--- config.mk ---
export PLATFORM = sky130hd
export DESIGN_NAME = elc_counter_bank
export DESIGN_NICKNAME = d
export VERILOG_FILES = /design/src/verilog/elc_pkg.sv /design/src/verilog/elc_counter_bank.sv
export SDC_FILE = /design/constraint.sdc
export NUM_CORES = 1
export LEC_CHECK = 0
export ABC_AREA = 1
export BUFFER_PORTS_ARGS = -buffer_cell sky130_fd_sc_hd__buf_4
export CAP_MARGIN = 20
export CORE_ASPECT_RATIO = 1.75
export CORE_MARGIN = 2
export CORE_UTILIZATION = 48
export DETAILED_ROUTE_END_ITERATION = 8
export GPL_TIMING_DRIVEN = 1
export HOLD_SLACK_MARGIN = 0.05
export PLACE_DENSITY_LB_ADDON = 0.3
export SLEW_MARGIN = 40
export SYNTH_ARGS = -nofsm -noshare
export SYNTH_HDL_FRONTEND = slang
export SYNTH_SLANG_ARGS = --single-unit
export TNS_END_PERCENT = 100
--- constraint.sdc ---
create_clock -name CLK_I -period 6.3 [get_ports CLK_I]
set_input_delay 0.315 -clock CLK_I [delete_from_list [all_inputs] [get_ports CLK_I]]
set_output_delay 0.315 -clock CLK_I [all_outputs]
set_load 0.05 [all_outputs]
--- src/verilog/elc_pkg.sv ---
/*
  Constants for the E1 link error counter bank: microport pages and
  addresses, counter layout, interrupt mask placement, reset values.
  Assumes a byte-wide paged microport synchronous to the framing clock.
*/
package elc_pkg;

  // ----------------------------------------------------------------
  // Sizes
  // ----------------------------------------------------------------
  localparam int NUM_CNT = 9;
  localparam int NUM_IRQ = 8;
  localparam int NUM_MSK = 5;
  localparam int NUM_SNAP = 4;
  localparam int PAGE_W = 5;
  localparam int ADDR_W = 5;
  localparam int DATA_W = 8;
  localparam int CNT_W = 16;
  localparam int INC_W = 3;

  // ----------------------------------------------------------------
  // Counter indices (0..7 also index the overflow latch bits)
  // ----------------------------------------------------------------
  localparam int CI_PRBS = 0;
  localparam int CI_EBIT = 1;
  localparam int CI_JFIFO = 2;
  localparam int CI_SYNC = 3;
  localparam int CI_BITERR = 4;
  localparam int CI_EFAS = 5;
  localparam int CI_BPV = 6;
  localparam int CI_CRC = 7;
  localparam int CI_MF = 8;

  // ----------------------------------------------------------------
  // Pages and addresses
  // ----------------------------------------------------------------
  localparam logic [PAGE_W-1:0] PG_CTRL = 5'h01;
  localparam logic [PAGE_W-1:0] PG_CNT = 5'h04;
  localparam logic [PAGE_W-1:0] PG_SEC = 5'h09;
  localparam logic [ADDR_W-1:0] HI_NONE = 5'h00;
  localparam logic [ADDR_W-1:0] CNT_LO_ADDR [NUM_CNT] =
    '{5'h10, 5'h13, 5'h15, 5'h17, 5'h18, 5'h1A, 5'h1C, 5'h1E, 5'h11};
  localparam logic [ADDR_W-1:0] CNT_HI_ADDR [NUM_CNT] =
    '{5'h00, 5'h14, 5'h00, 5'h00, 5'h00, 5'h00, 5'h1D, 5'h1F, 5'h00};
  localparam logic [CNT_W-1:0] CNT_MAX [NUM_CNT] =
    '{16'h00FF, 16'h03FF, 16'h00FF, 16'h00FF, 16'h00FF, 16'h00FF,
      16'hFFFF, 16'h03FF, 16'h00FF};
  localparam logic [ADDR_W-1:0] ADDR_OVL = 5'h16;
  localparam logic [ADDR_W-1:0] ADDR_CTRL = 5'h1A;
  localparam int CLR_BIT = 2;

  // Mask words: 19H, 1BH, 1CH, 1DH, and an auxiliary word at 12H
  localparam logic [ADDR_W-1:0] MSK_ADDR [NUM_MSK] =
    '{5'h19, 5'h1B, 5'h1C, 5'h1D, 5'h12};
  localparam int EVT_MREG [NUM_IRQ] = '{0, 2, 4, 4, 2, 1, 2, 2};
  localparam int EVT_MBIT [NUM_IRQ] = '{5, 7, 0, 2, 1, 2, 4, 6};
  localparam int OVF_MREG [NUM_IRQ] = '{0, 3, 4, 4, 3, 3, 1, 3};
  localparam int OVF_MBIT [NUM_IRQ] = '{6, 7, 1, 3, 2, 4, 1, 6};

  // One-second page copies these counters
  localparam int SNAP_IDX [NUM_SNAP] = '{1, 5, 6, 7};

  // ----------------------------------------------------------------
  // Reset and idle values
  // ----------------------------------------------------------------
  localparam logic [CNT_W-1:0] CNT_RST = 16'h0000;
  localparam logic [DATA_W-1:0] REG_RST = 8'h00;
  localparam logic [DATA_W-1:0] RD_NONE = 8'h00;

endpackage : elc_pkg

--- src/verilog/elc_counter_bank.sv ---
/*
  E1 link error counter bank: nine event counters with preset, global
  clear, overflow latch, one-second snapshot page and masked interrupt
  pulses. Event inputs and the microport come from logic on CLK_I;
  nothing here is resynchronised.
*/
`timescale 1ns/1ps

// What this block does
// - Every counter presettable or clearable by microport write
// - One-second pulse copies four counters to status page
// - Each counter except the multiframe counter has maskable event and overflow interrupts
// - Global clear bit forces and holds counters zero
// - Overflow latch bits set, cleared by reading
// - PRBS error counter counts received sequence errors
// - Writing PRBS error counter clears multiframe counter
// - Multiframe counter counts multiframes, directly loadable
// - PRBS overflow interrupt masked by national-use word
// - Ten-bit E-bit counter over two byte locations
// - E-bit interrupts on LSB toggle and overflow
// - Jitter FIFO counter counts near-slip margin events
// - Loadable counter counts basic frame alignment losses
// - Counts each errored bit of alignment word
// - Bit-error interrupts on LSB toggle and FFH wrap
// - Counts alignment words holding any bit error
// - Frame-error interrupts on LSB toggle and wrap
// - Sixteen-bit counter counts bipolar violations
// - Violation interrupts on LSB toggle and FFFFH wrap
// - Ten-bit checksum error counter over two bytes
// - Checksum interrupts on LSB toggle and overflow
module elc_counter_bank (
  // Clock, reset, enable
  input wire logic CLK_I,
  input wire logic SYS_RST_I,
  input wire logic CE_I,
  // Microport
  input wire logic [elc_pkg::PAGE_W-1:0] UP_PAGE_I,
  input wire logic [elc_pkg::ADDR_W-1:0] UP_ADDR_I,
  input wire logic UP_WR_I,
  input wire logic UP_RD_I,
  input wire logic [elc_pkg::DATA_W-1:0] UP_WDATA_I,
  output logic [elc_pkg::DATA_W-1:0] UP_RDATA_O,
  output logic UP_RVALID_O,
  // Error events from the receive path
  input wire logic PRBS_ERR_I,
  input wire logic MULTIFRAME_I,
  input wire logic EBIT_ERR_I,
  input wire logic JFIFO_MARGIN_I,
  input wire logic FRAME_LOSS_I,
  input wire logic [elc_pkg::INC_W-1:0] FAS_BIT_ERRS_I,
  input wire logic FAS_ERR_I,
  input wire logic BPV_I,
  input wire logic CRC_ERR_I,
  input wire logic ONE_SEC_I,
  // Interrupt pulses
  output logic [elc_pkg::NUM_IRQ-1:0] EVENT_IRQ_O,
  output logic [elc_pkg::NUM_IRQ-1:0] OVERFLOW_IRQ_O
);

  // ----------------------------------------------------------------
  // Shared signals
  // ----------------------------------------------------------------
  logic [elc_pkg::CNT_W-1:0] cnt_q [elc_pkg::NUM_CNT];
  logic [elc_pkg::INC_W-1:0] inc [elc_pkg::NUM_CNT];
  logic [elc_pkg::NUM_CNT-1:0] ovf_vec;
  logic [elc_pkg::NUM_CNT-1:0] tgl_vec;
  logic [elc_pkg::DATA_W-1:0] msk_q [elc_pkg::NUM_MSK];
  logic [elc_pkg::DATA_W-1:0] msk_d [elc_pkg::NUM_MSK];
  logic [elc_pkg::DATA_W-1:0] ctrl_q;
  logic [elc_pkg::DATA_W-1:0] ctrl_d;
  logic clr_all;
  logic wr_cnt;
  logic prbs_wr;
  logic ovl_rd;

  assign clr_all = ctrl_q[elc_pkg::CLR_BIT];
  assign wr_cnt = UP_WR_I && (UP_PAGE_I == elc_pkg::PG_CNT);
  assign prbs_wr = wr_cnt &&
    (UP_ADDR_I == elc_pkg::CNT_LO_ADDR[elc_pkg::CI_PRBS]);
  assign ovl_rd = UP_RD_I && (UP_PAGE_I == elc_pkg::PG_CNT) &&
    (UP_ADDR_I == elc_pkg::ADDR_OVL);

  // ----------------------------------------------------------------
  // Event steering
  // ----------------------------------------------------------------
  always_comb begin
    inc[elc_pkg::CI_PRBS] = {2'b00, PRBS_ERR_I};
    inc[elc_pkg::CI_EBIT] = {2'b00, EBIT_ERR_I};
    inc[elc_pkg::CI_JFIFO] = {2'b00, JFIFO_MARGIN_I};
    inc[elc_pkg::CI_SYNC] = {2'b00, FRAME_LOSS_I};
    inc[elc_pkg::CI_BITERR] = FAS_BIT_ERRS_I;
    inc[elc_pkg::CI_EFAS] = {2'b00, FAS_ERR_I};
    inc[elc_pkg::CI_BPV] = {2'b00, BPV_I};
    inc[elc_pkg::CI_CRC] = {2'b00, CRC_ERR_I};
    inc[elc_pkg::CI_MF] = {2'b00, MULTIFRAME_I};
  end

  // ----------------------------------------------------------------
  // Counters
  // ----------------------------------------------------------------
  // Writes win over a same-cycle event; that event is not counted.
  for (genvar gi = 0; gi < elc_pkg::NUM_CNT; gi++) begin : g_cnt
    logic [elc_pkg::CNT_W-1:0] q;
    logic [elc_pkg::CNT_W-1:0] d;
    logic [elc_pkg::CNT_W:0] sum;
    logic of;
    logic wr_lo;
    logic wr_hi;
    assign wr_lo = wr_cnt && (UP_ADDR_I == elc_pkg::CNT_LO_ADDR[gi]);
    assign wr_hi = wr_cnt && (elc_pkg::CNT_HI_ADDR[gi] != elc_pkg::HI_NONE)
      && (UP_ADDR_I == elc_pkg::CNT_HI_ADDR[gi]);
    always_comb begin
      sum = {1'b0, q} + {14'h0, inc[gi]};
      d = q;
      of = 1'b0;
      if (clr_all) begin
        d = elc_pkg::CNT_RST;
      end else if (wr_lo) begin
        d = {q[15:8], UP_WDATA_I} & elc_pkg::CNT_MAX[gi];
      end else if (wr_hi) begin
        d = {UP_WDATA_I, q[7:0]} & elc_pkg::CNT_MAX[gi];
      end else if ((gi == elc_pkg::CI_MF) && prbs_wr) begin
        d = elc_pkg::CNT_RST;
      end else if (inc[gi] != 3'h0) begin
        d = sum[15:0] & elc_pkg::CNT_MAX[gi];
        of = sum > {1'b0, elc_pkg::CNT_MAX[gi]};
      end
    end
    always_ff @(posedge CLK_I) begin
      if (SYS_RST_I) begin
        q <= elc_pkg::CNT_RST;
      end else if (CE_I) begin
        q <= d;
      end
    end
    assign cnt_q[gi] = q;
    assign ovf_vec[gi] = of;
    assign tgl_vec[gi] = d[0] ^ q[0];
  end

  // ----------------------------------------------------------------
  // Control and mask words
  // ----------------------------------------------------------------
  always_comb begin
    ctrl_d = ctrl_q;
    for (int m = 0; m < elc_pkg::NUM_MSK; m++) begin
      msk_d[m] = msk_q[m];
      if (UP_WR_I && (UP_PAGE_I == elc_pkg::PG_CTRL) &&
          (UP_ADDR_I == elc_pkg::MSK_ADDR[m])) begin
        msk_d[m] = UP_WDATA_I;
      end
    end
    if (UP_WR_I && (UP_PAGE_I == elc_pkg::PG_CTRL) &&
        (UP_ADDR_I == elc_pkg::ADDR_CTRL)) begin
      ctrl_d = UP_WDATA_I;
    end
  end

  always_ff @(posedge CLK_I) begin
    if (SYS_RST_I) begin
      ctrl_q <= elc_pkg::REG_RST;
      for (int m = 0; m < elc_pkg::NUM_MSK; m++) begin
        msk_q[m] <= elc_pkg::REG_RST;
      end
    end else if (CE_I) begin
      ctrl_q <= ctrl_d;
      for (int m = 0; m < elc_pkg::NUM_MSK; m++) begin
        msk_q[m] <= msk_d[m];
      end
    end
  end

  // ----------------------------------------------------------------
  // Overflow latch, interrupts, snapshot, read data
  // ----------------------------------------------------------------
  logic [elc_pkg::NUM_IRQ-1:0] ovl_q;
  logic [elc_pkg::NUM_IRQ-1:0] ovl_d;
  logic [elc_pkg::NUM_IRQ-1:0] evt_d;
  logic [elc_pkg::NUM_IRQ-1:0] ovi_d;
  logic [elc_pkg::NUM_IRQ-1:0] evt_en;
  logic [elc_pkg::NUM_IRQ-1:0] ovf_en;
  logic [elc_pkg::CNT_W-1:0] snap_q [elc_pkg::NUM_SNAP];
  logic [elc_pkg::CNT_W-1:0] snap_d [elc_pkg::NUM_SNAP];
  logic [elc_pkg::DATA_W-1:0] rd_d;

  always_comb begin
    // A new overflow in the read cycle survives the clear
    ovl_d = (ovl_rd ? '0 : ovl_q) |
      ovf_vec[elc_pkg::NUM_IRQ-1:0];
    for (int j = 0; j < elc_pkg::NUM_IRQ; j++) begin
      evt_en[j] = msk_q[elc_pkg::EVT_MREG[j]][elc_pkg::EVT_MBIT[j]];
      ovf_en[j] = msk_q[elc_pkg::OVF_MREG[j]][elc_pkg::OVF_MBIT[j]];
      evt_d[j] = tgl_vec[j] && evt_en[j];
      ovi_d[j] = ovf_vec[j] && ovf_en[j];
    end
    for (int k = 0; k < elc_pkg::NUM_SNAP; k++) begin
      snap_d[k] = ONE_SEC_I ? cnt_q[elc_pkg::SNAP_IDX[k]] :
        snap_q[k];
    end
  end

  always_comb begin
    rd_d = elc_pkg::RD_NONE;
    case (UP_PAGE_I)
      elc_pkg::PG_CNT: begin
        for (int i = 0; i < elc_pkg::NUM_CNT; i++) begin
          if (UP_ADDR_I == elc_pkg::CNT_LO_ADDR[i]) begin
            rd_d = cnt_q[i][7:0];
          end
          if ((elc_pkg::CNT_HI_ADDR[i] != elc_pkg::HI_NONE) &&
              (UP_ADDR_I == elc_pkg::CNT_HI_ADDR[i])) begin
            rd_d = cnt_q[i][15:8];
          end
        end
        if (UP_ADDR_I == elc_pkg::ADDR_OVL) begin
          rd_d = ovl_q;
        end
      end
      elc_pkg::PG_SEC: begin
        for (int k = 0; k < elc_pkg::NUM_SNAP; k++) begin
          if (UP_ADDR_I == elc_pkg::CNT_LO_ADDR[elc_pkg::SNAP_IDX[k]]) begin
            rd_d = snap_q[k][7:0];
          end
          if ((elc_pkg::CNT_HI_ADDR[elc_pkg::SNAP_IDX[k]] != elc_pkg::HI_NONE)
              && (UP_ADDR_I == elc_pkg::CNT_HI_ADDR[elc_pkg::SNAP_IDX[k]]))
          begin
            rd_d = snap_q[k][15:8];
          end
        end
      end
      elc_pkg::PG_CTRL: begin
        for (int m = 0; m < elc_pkg::NUM_MSK; m++) begin
          if (UP_ADDR_I == elc_pkg::MSK_ADDR[m]) begin
            rd_d = msk_q[m];
          end
        end
        if (UP_ADDR_I == elc_pkg::ADDR_CTRL) begin
          rd_d = ctrl_q;
        end
      end
      default: begin
        rd_d = elc_pkg::RD_NONE;
      end
    endcase
  end

  always_ff @(posedge CLK_I) begin
    if (SYS_RST_I) begin
      ovl_q <= '0;
      EVENT_IRQ_O <= '0;
      OVERFLOW_IRQ_O <= '0;
      UP_RDATA_O <= elc_pkg::RD_NONE;
      UP_RVALID_O <= 1'b0;
      for (int k = 0; k < elc_pkg::NUM_SNAP; k++) begin
        snap_q[k] <= elc_pkg::CNT_RST;
      end
    end else if (CE_I) begin
      ovl_q <= ovl_d;
      EVENT_IRQ_O <= evt_d;
      OVERFLOW_IRQ_O <= ovi_d;
      UP_RVALID_O <= UP_RD_I;
      if (UP_RD_I) begin
        UP_RDATA_O <= rd_d;
      end
      for (int k = 0; k < elc_pkg::NUM_SNAP; k++) begin
        snap_q[k] <= snap_d[k];
      end
    end
  end

  logic all_zero;
  always_comb begin
    all_zero = 1'b1;
    for (int i = 0; i < elc_pkg::NUM_CNT; i++) begin
      if (cnt_q[i] != elc_pkg::CNT_RST) begin
        all_zero = 1'b0;
      end
    end
  end
endmodule // elc_counter_bank

After elaboration in Yosys (flattened, before gate mapping)
Memories as Yosys holds them, arrays and structs flattened.
Index checks and enable logic that the tools add are counted.
{"block": "op_classes", "reduce_logical": 69, "add_sub_neg": 9, "muxes": 109, "order_cmp": 8, "bitwise": 18, "eq_ne": 25}
{"operator": "two-way mux 16 bit", "n": 35}
{"operator": "two-way mux 8 bit", "n": 41}
{"operator": "adder 16 x 1 -> 17 bit", "n": 7}
{"operator": "> comparator 17 x 8 -> 1 bit, second input constant", "n": 5}
{"operator": "== test 5 bit, second input constant", "n": 16}
{"operator": "logical AND 1 bit", "n": 38}
{"operator": "nonzero test 3 bit", "n": 12}
{"operator": "> comparator 17 x 10 -> 1 bit, second input constant", "n": 2}
{"operator": "two-way mux 1 bit", "n": 32}
{"operator": "one-hot mux 8 bit (3 select lines)", "n": 1}
{"operator": "AND reduction 2 bit", "n": 10}
{"operator": "AND reduction 3 bit", "n": 6}
{"operator": "adder 16 x 3 -> 17 bit", "n": 1}
{"operator": "> comparator 17 x 16 -> 1 bit, second input constant", "n": 1}
{"operator": "nonzero test 4 bit", "n": 3}
{"operator": "inequality test 3 bit, second input constant", "n": 3}
{"operator": "OR 1 bit", "n": 9}
{"operator": "adder 8 x 1 -> 8 bit", "n": 1}
{"operator": "OR 8 bit", "n": 1}
{"operator": "XOR 1 bit", "n": 8}
{"operator": "inequality test 2 bit, second input constant", "n": 3}
{"operator": "== test 5 x 1 -> 1 bit, second input constant", "n": 1}
{"operator": "== test 5 x 3 -> 1 bit, second input constant", "n": 1}
{"operator": "== test 5 x 4 -> 1 bit, second input constant", "n": 1}
{"block": "word_totals", "mem_bits_rw": 104, "register_bits": 177, "input_bits": 35, "wordCells": 268, "output_inout_bits": 25, "n_memories": 2}
{"memory": "snap_q", "depth": 4, "word_bits": 16, "rd": 4, "rd_ports_with_merged_regs": 0, "write_ports": 4, "line": "elc_counter_bank.sv:182", "rtl": "logic [elc_pkg::CNT_W-1:0] snap_q [elc_pkg::NUM_SNAP];"}
{"memory": "msk_q", "depth": 5, "word_bits": 8, "rd": 5, "rd_ports_with_merged_regs": 0, "write_ports": 5, "line": "elc_counter_bank.sv:67", "rtl": "logic [elc_pkg::DATA_W-1:0] msk_q [elc_pkg::NUM_MSK];"}

Depth between registers and ports, before layout
{"block": "depth", "ltp_word": 15, "ltp_mapped": 16, "ltp_nobuf": 14}

Least setup slack after synthesis
OpenSTA, ideal clock, no wires.
{"block": "synth_path", "kind": "input-to-reg", "from": "in CE_I", "to": "mem snap_q[0][0] (netlist name), enable pin", "n_path_buf": 3, "arrival_time_ps": 2107, "cell_stages": 5, "setup_time_ps": 402, "slack_ps": 3790, "cell_sequence": "buf_2 > clkbuf_1 > buf_1 > nand2_1 > nand2_1"}
{"element": "start: declaration", "line": "elc_counter_bank.sv:35", "rtl": "input wire logic CE_I,"}
{"element": "end: declaration", "line": "elc_counter_bank.sv:182"}

Worst setup path after layout
{"block": "layout_path", "from": "reg g_cnt[6].q[0] (netlist name)", "to": "reg OVERFLOW_IRQ_O[6] (netlist name)"}
{"block": "layout_between", "elab_chain_cells": 7}
{"element": "start: declaration", "line": "elc_counter_bank.sv:103", "rtl": "logic [elc_pkg::CNT_W-1:0] q;"}
{"element": "start signal: assignment", "line": "elc_counter_bank.sv:131", "rtl": "q <= elc_pkg::CNT_RST;"}
{"element": "adder 16 x 1 -> 17 bit", "line": "elc_counter_bank.sv:113", "rtl": "sum = {1'b0, q} + {14'h0, inc[gi]};"}
{"element": "> comparator 17 x 16 -> 1 bit", "line": "elc_counter_bank.sv:126", "rtl": "of = sum > {1'b0, elc_pkg::CNT_MAX[gi]};"}
{"element": "two-way mux 1 bit", "line": "elc_counter_bank.sv:124", "rtl": "end else if (inc[gi] != 3'h0) begin"}
{"element": "two-way mux 1 bit", "line": "elc_counter_bank.sv:120", "rtl": "end else if (wr_hi) begin"}
{"element": "two-way mux 1 bit", "line": "elc_counter_bank.sv:118", "rtl": "end else if (wr_lo) begin"}
{"element": "two-way mux 1 bit", "line": "elc_counter_bank.sv:116", "rtl": "if (clr_all) begin"}
{"element": "logical AND 1 bit", "line": "elc_counter_bank.sv:194", "rtl": "ovi_d[j] = ovf_vec[j] && ovf_en[j];"}
{"element": "end signal: assignment", "line": "elc_counter_bank.sv:260", "rtl": "OVERFLOW_IRQ_O <= ovi_d;"}
{"element": "end: declaration", "line": "elc_counter_bank.sv:57", "rtl": "output logic [elc_pkg::NUM_IRQ-1:0] OVERFLOW_IRQ_O"}
Every way passes these cells.
A chain may end at the register's enable or synchronous reset.

==> results.ini <==
[run_status]
status=finished, final reports clean

[cells_and_area]
fin_nets=1673
fin_area_sq_mm=0.0131
drive_gt1_frac=0.109
areaGrowthSynthToFinish_pct=11.8
utilization=0.546

[global_route]
first_global_vias=11000
globalRouteTotalUtil=0.317
overflow=0
grt_max_degree=54
grt_pass1_wl_mm=61.5
antenna_found_initial=0

[critical_path]
startpoint=g_cnt[6].q[0]$_SDFFE_PP0P_
ff2ff_path_depth=12
max_stage_delay_ns=0.68
cp.arrival_ns=3.26
path_max_fanout=5
required_ns=6.75
crit_end=OVERFLOW_IRQ_O[6]$_SDFFE_PP0P_
r2r_setup_slack_ns=3.50
setup.worst_path.end_class=register
r2r_start=g_cnt[6].q[0]$_SDFFE_PP0P_
crit_path_cell_trace=ha_1 > ha_1 > nand3_1 > nor2_1 > nand2_1 > nor2_1 > nand3_1 > nor2_1 > nand3_1 > nor3_1 > nand2_1 > a21oi_1
start_kind=register
critPathSlowestCell=nor3_1
rr_endpoint=OVERFLOW_IRQ_O[6]$_SDFFE_PP0P_
criticalPathCategory=register to register

[detailed_routing]
drt-pass1-iter-count=6
vias_per_cell=5.96
first_iter_violations=1291
routedWlPerCell_um=20.9
via_count=11600
wl_mm=40.6
ant_nets=0
remaining_drc_errors=0

[place]
hpwlAfterDp_mm=29.3
dpl-instance-area_sq_mm=0.0124
place.port_buffers=59
pre_cts_slack_ns=3.28
place.gp.congestion=1.05

[synth]
ys_seq_elements=209
syn_avg_cell_area_sq_um=7.39
netlist_area_sq_mm=0.0117
ys.flop_type=dfxtp_1
yosysWarnings=0
syn_inst=1589
yosysUniqueCellTypes=52
synth_edf_count=84
synth_fp_nets=1644
async_flop_share=0
seq_area_frac_synth=0.428

[die]
core_sq_mm=0.0240
die-area_sq_mm=0.0258
die_x_um=122
die_h_um=211
initial_utilization=0.489
core.rowCount=75
io_pins=60

[clock_tree]
cts_tree=yes
clk_pin_slew_ns=0.07
htree_levels=1
cts_sinks=209
postCtsHoldBufs=0
clkLatencyLatePin_ns=0.52
clock-root-buffer=clkbuf_16
post-cts-setup-buffers=0
numCtsBuffers=21
cts_resized=0
cts_max_path_buffers=3

[sta]
fin_crit_ns=2.80
slew_headroom=0.374
period_share=0.445
fin_skew_ns=0.0135
clock.fmax_mhz=357
worstMarginPinSlew_ns=0.930
hold_slack_ns=0.171
rsz0062_at_grt=false
slew_viol_final=0
hold_viol=0
tns_ns=0
setup_ws_ns=3.50
setup_violations=0

[power_and_ir_drop]
peakVddDrop_mv=0.158
powerDensity_mw_per_mm2=235
leakagePower_uw=0.00498

[worst_hold_path]
hold_class=input pin to register

[flow_run]
drv_cap=0

## metrics by stage
stage                     instances  power [uW]
after floorplan                1589        1690
after global placement         1903        1810
after detailed placement       1903        1810
after CTS                      1941        3090
after global routing           1941        3170
final                          1942        3090
## report_power, final
| group | internal (uW) | switching (uW) |
|---|---|---|
| clock | 749 | 547 |
| combinational | 79.6 | 214 |
| sequential | 1460 | 37.2 |
| total | 2290 | 798 |
## flip-flops by register name (all words and copies together), names as in the netlist
register,count
g_cnt.q,84
snap_q,44
msk_q,40
EVENT_IRQ_O,8
OVERFLOW_IRQ_O,8
UP_RDATA_O,8
ctrl_q,8
ovl_q,8
UP_RVALID_O,1
## worst min path at each step
stage	startpoint	endpoint	slack, ns	depth (start not counted)
final	UP_WDATA_I[6]	g_cnt[7].q[6]$_SDFFE_PP0P_	0.17	3
after global routing	UP_WDATA_I[6]	g_cnt[7].q[6]$_SDFFE_PP0P_	0.19	3
after CTS	UP_WDATA_I[6]	g_cnt[7].q[6]$_SDFFE_PP0P_	0.16	3
after detailed placement	ctrl_q[0]$_SDFFE_PP0P_	ctrl_q[0]$_SDFFE_PP0P_	0.43	2
after global placement	ctrl_q[0]$_SDFFE_PP0P_	ctrl_q[0]$_SDFFE_PP0P_	0.43	2
after floorplan	ctrl_q[0]$_SDFFE_PP0P_	ctrl_q[0]$_SDFFE_PP0P_	0.42	2
## synth_stat cells, types with 2 or more instances
cell	number	area (sq um)
nor2_2	12	75.1
buf_2	12	60.1
a22oi_1	7	52.6
xnor2_1	6	52.6
nor2_1	160	601
o22ai_1	9	56.3
nand3_1	82	410
a31oi_1	10	62.6
nor4_1	2	12.5
inv_2	19	71.3
a21oi_2	3	26.3
o221ai_1	5	43.8
nor2_4	6	67.6
a211oi_1	7	52.6
o211ai_1	39	293
edfxtp_1	84	2520
nand3_2	5	50.1
nand2_1	370	1390
inv_1	162	608
buf_4	2	15.0
o31ai_1	12	90.1
o21ai_2	3	26.3
a211oi_2	2	25.0
a31oi_2	3	37.5
nand2_2	11	68.8
nand4_1	34	213
xor2_1	18	158
buf_6	2	22.5
ha_1	19	238
o21ai_0	102	510
buf_1	2	7.51
o21ai_1	4	20.0
a32oi_1	5	43.8
a21oi_1	156	781
nor3_1	27	135
a221oi_1	5	43.8
clkbuf_1	43	161
dfxtp_1	125	2500
## routing by layer
layer	up-vias	track usage	routed length, um
li1	5433	-	-
met1	5395	0.332	13700
met2	547	0.523	19300
met3	207	0.0616	3180
met4	0	0.294	4480
met5	-	0	0
## cell usage in the layout, fill, tap and decap left out, types with 4 or more instances in the layout
| master | count |
|---|---|
| nand4_1 | 34 |
| a21oi_1 | 156 |
| nand3_1 | 82 |
| nor2_2 | 12 |
| edfxtp_1 | 84 |
| xnor2_1 | 6 |
| a31oi_1 | 10 |
| nor2_4 | 6 |
| o22ai_1 | 9 |
| inv_2 | 20 |
| a221oi_1 | 5 |
| dfxtp_1 | 125 |
| nor3_1 | 26 |
| o21ai_0 | 102 |
| a22oi_1 | 7 |
| clkinv_2 | 6 |
| buf_4 | 68 |
| nand2_1 | 368 |
| clkbuf_16 | 21 |
| a211oi_1 | 7 |
| o21ai_1 | 4 |
| ha_1 | 19 |
| nand2_2 | 11 |
| o221ai_1 | 5 |
| a32oi_1 | 5 |
| o31ai_1 | 9 |
| nand3_2 | 5 |
| nor2_1 | 160 |
| o211ai_1 | 39 |
| xor2_1 | 18 |
| inv_1 | 161 |
## cell type report
class,instances,area (sq um)
multi-input combinational,1135,5820
clock inverter,13,144
antenna,1,2.50
inverter,183,689
tap,308,385
timing repair buffer,68,510
clock buffer,25,551
sequential,209,5020
fill,2349,10900
## worst max-delay path: cells and delay by family (launching register included)
family | cells | cell delay (ns)
AOI/OAI and AO/OA | 1 | 0.15
adders and majority gates | 2 | 0.45
DFF | 1 | 0.41
and+or+nand+nor | 9 | 1.72
## cells by family after synthesis
family,Yosys count,share of synthesized area
adders and majority gates,20,0.0219
xor gates and xnor gates,24,0.0179
buffers and inverters,245,0.0818
DFF,209,0.428
AOI/OAI and AO/OA,377,0.190
and+or+nand+nor,714,0.261
No activity file was read; power rests on OpenSTA's default activity.
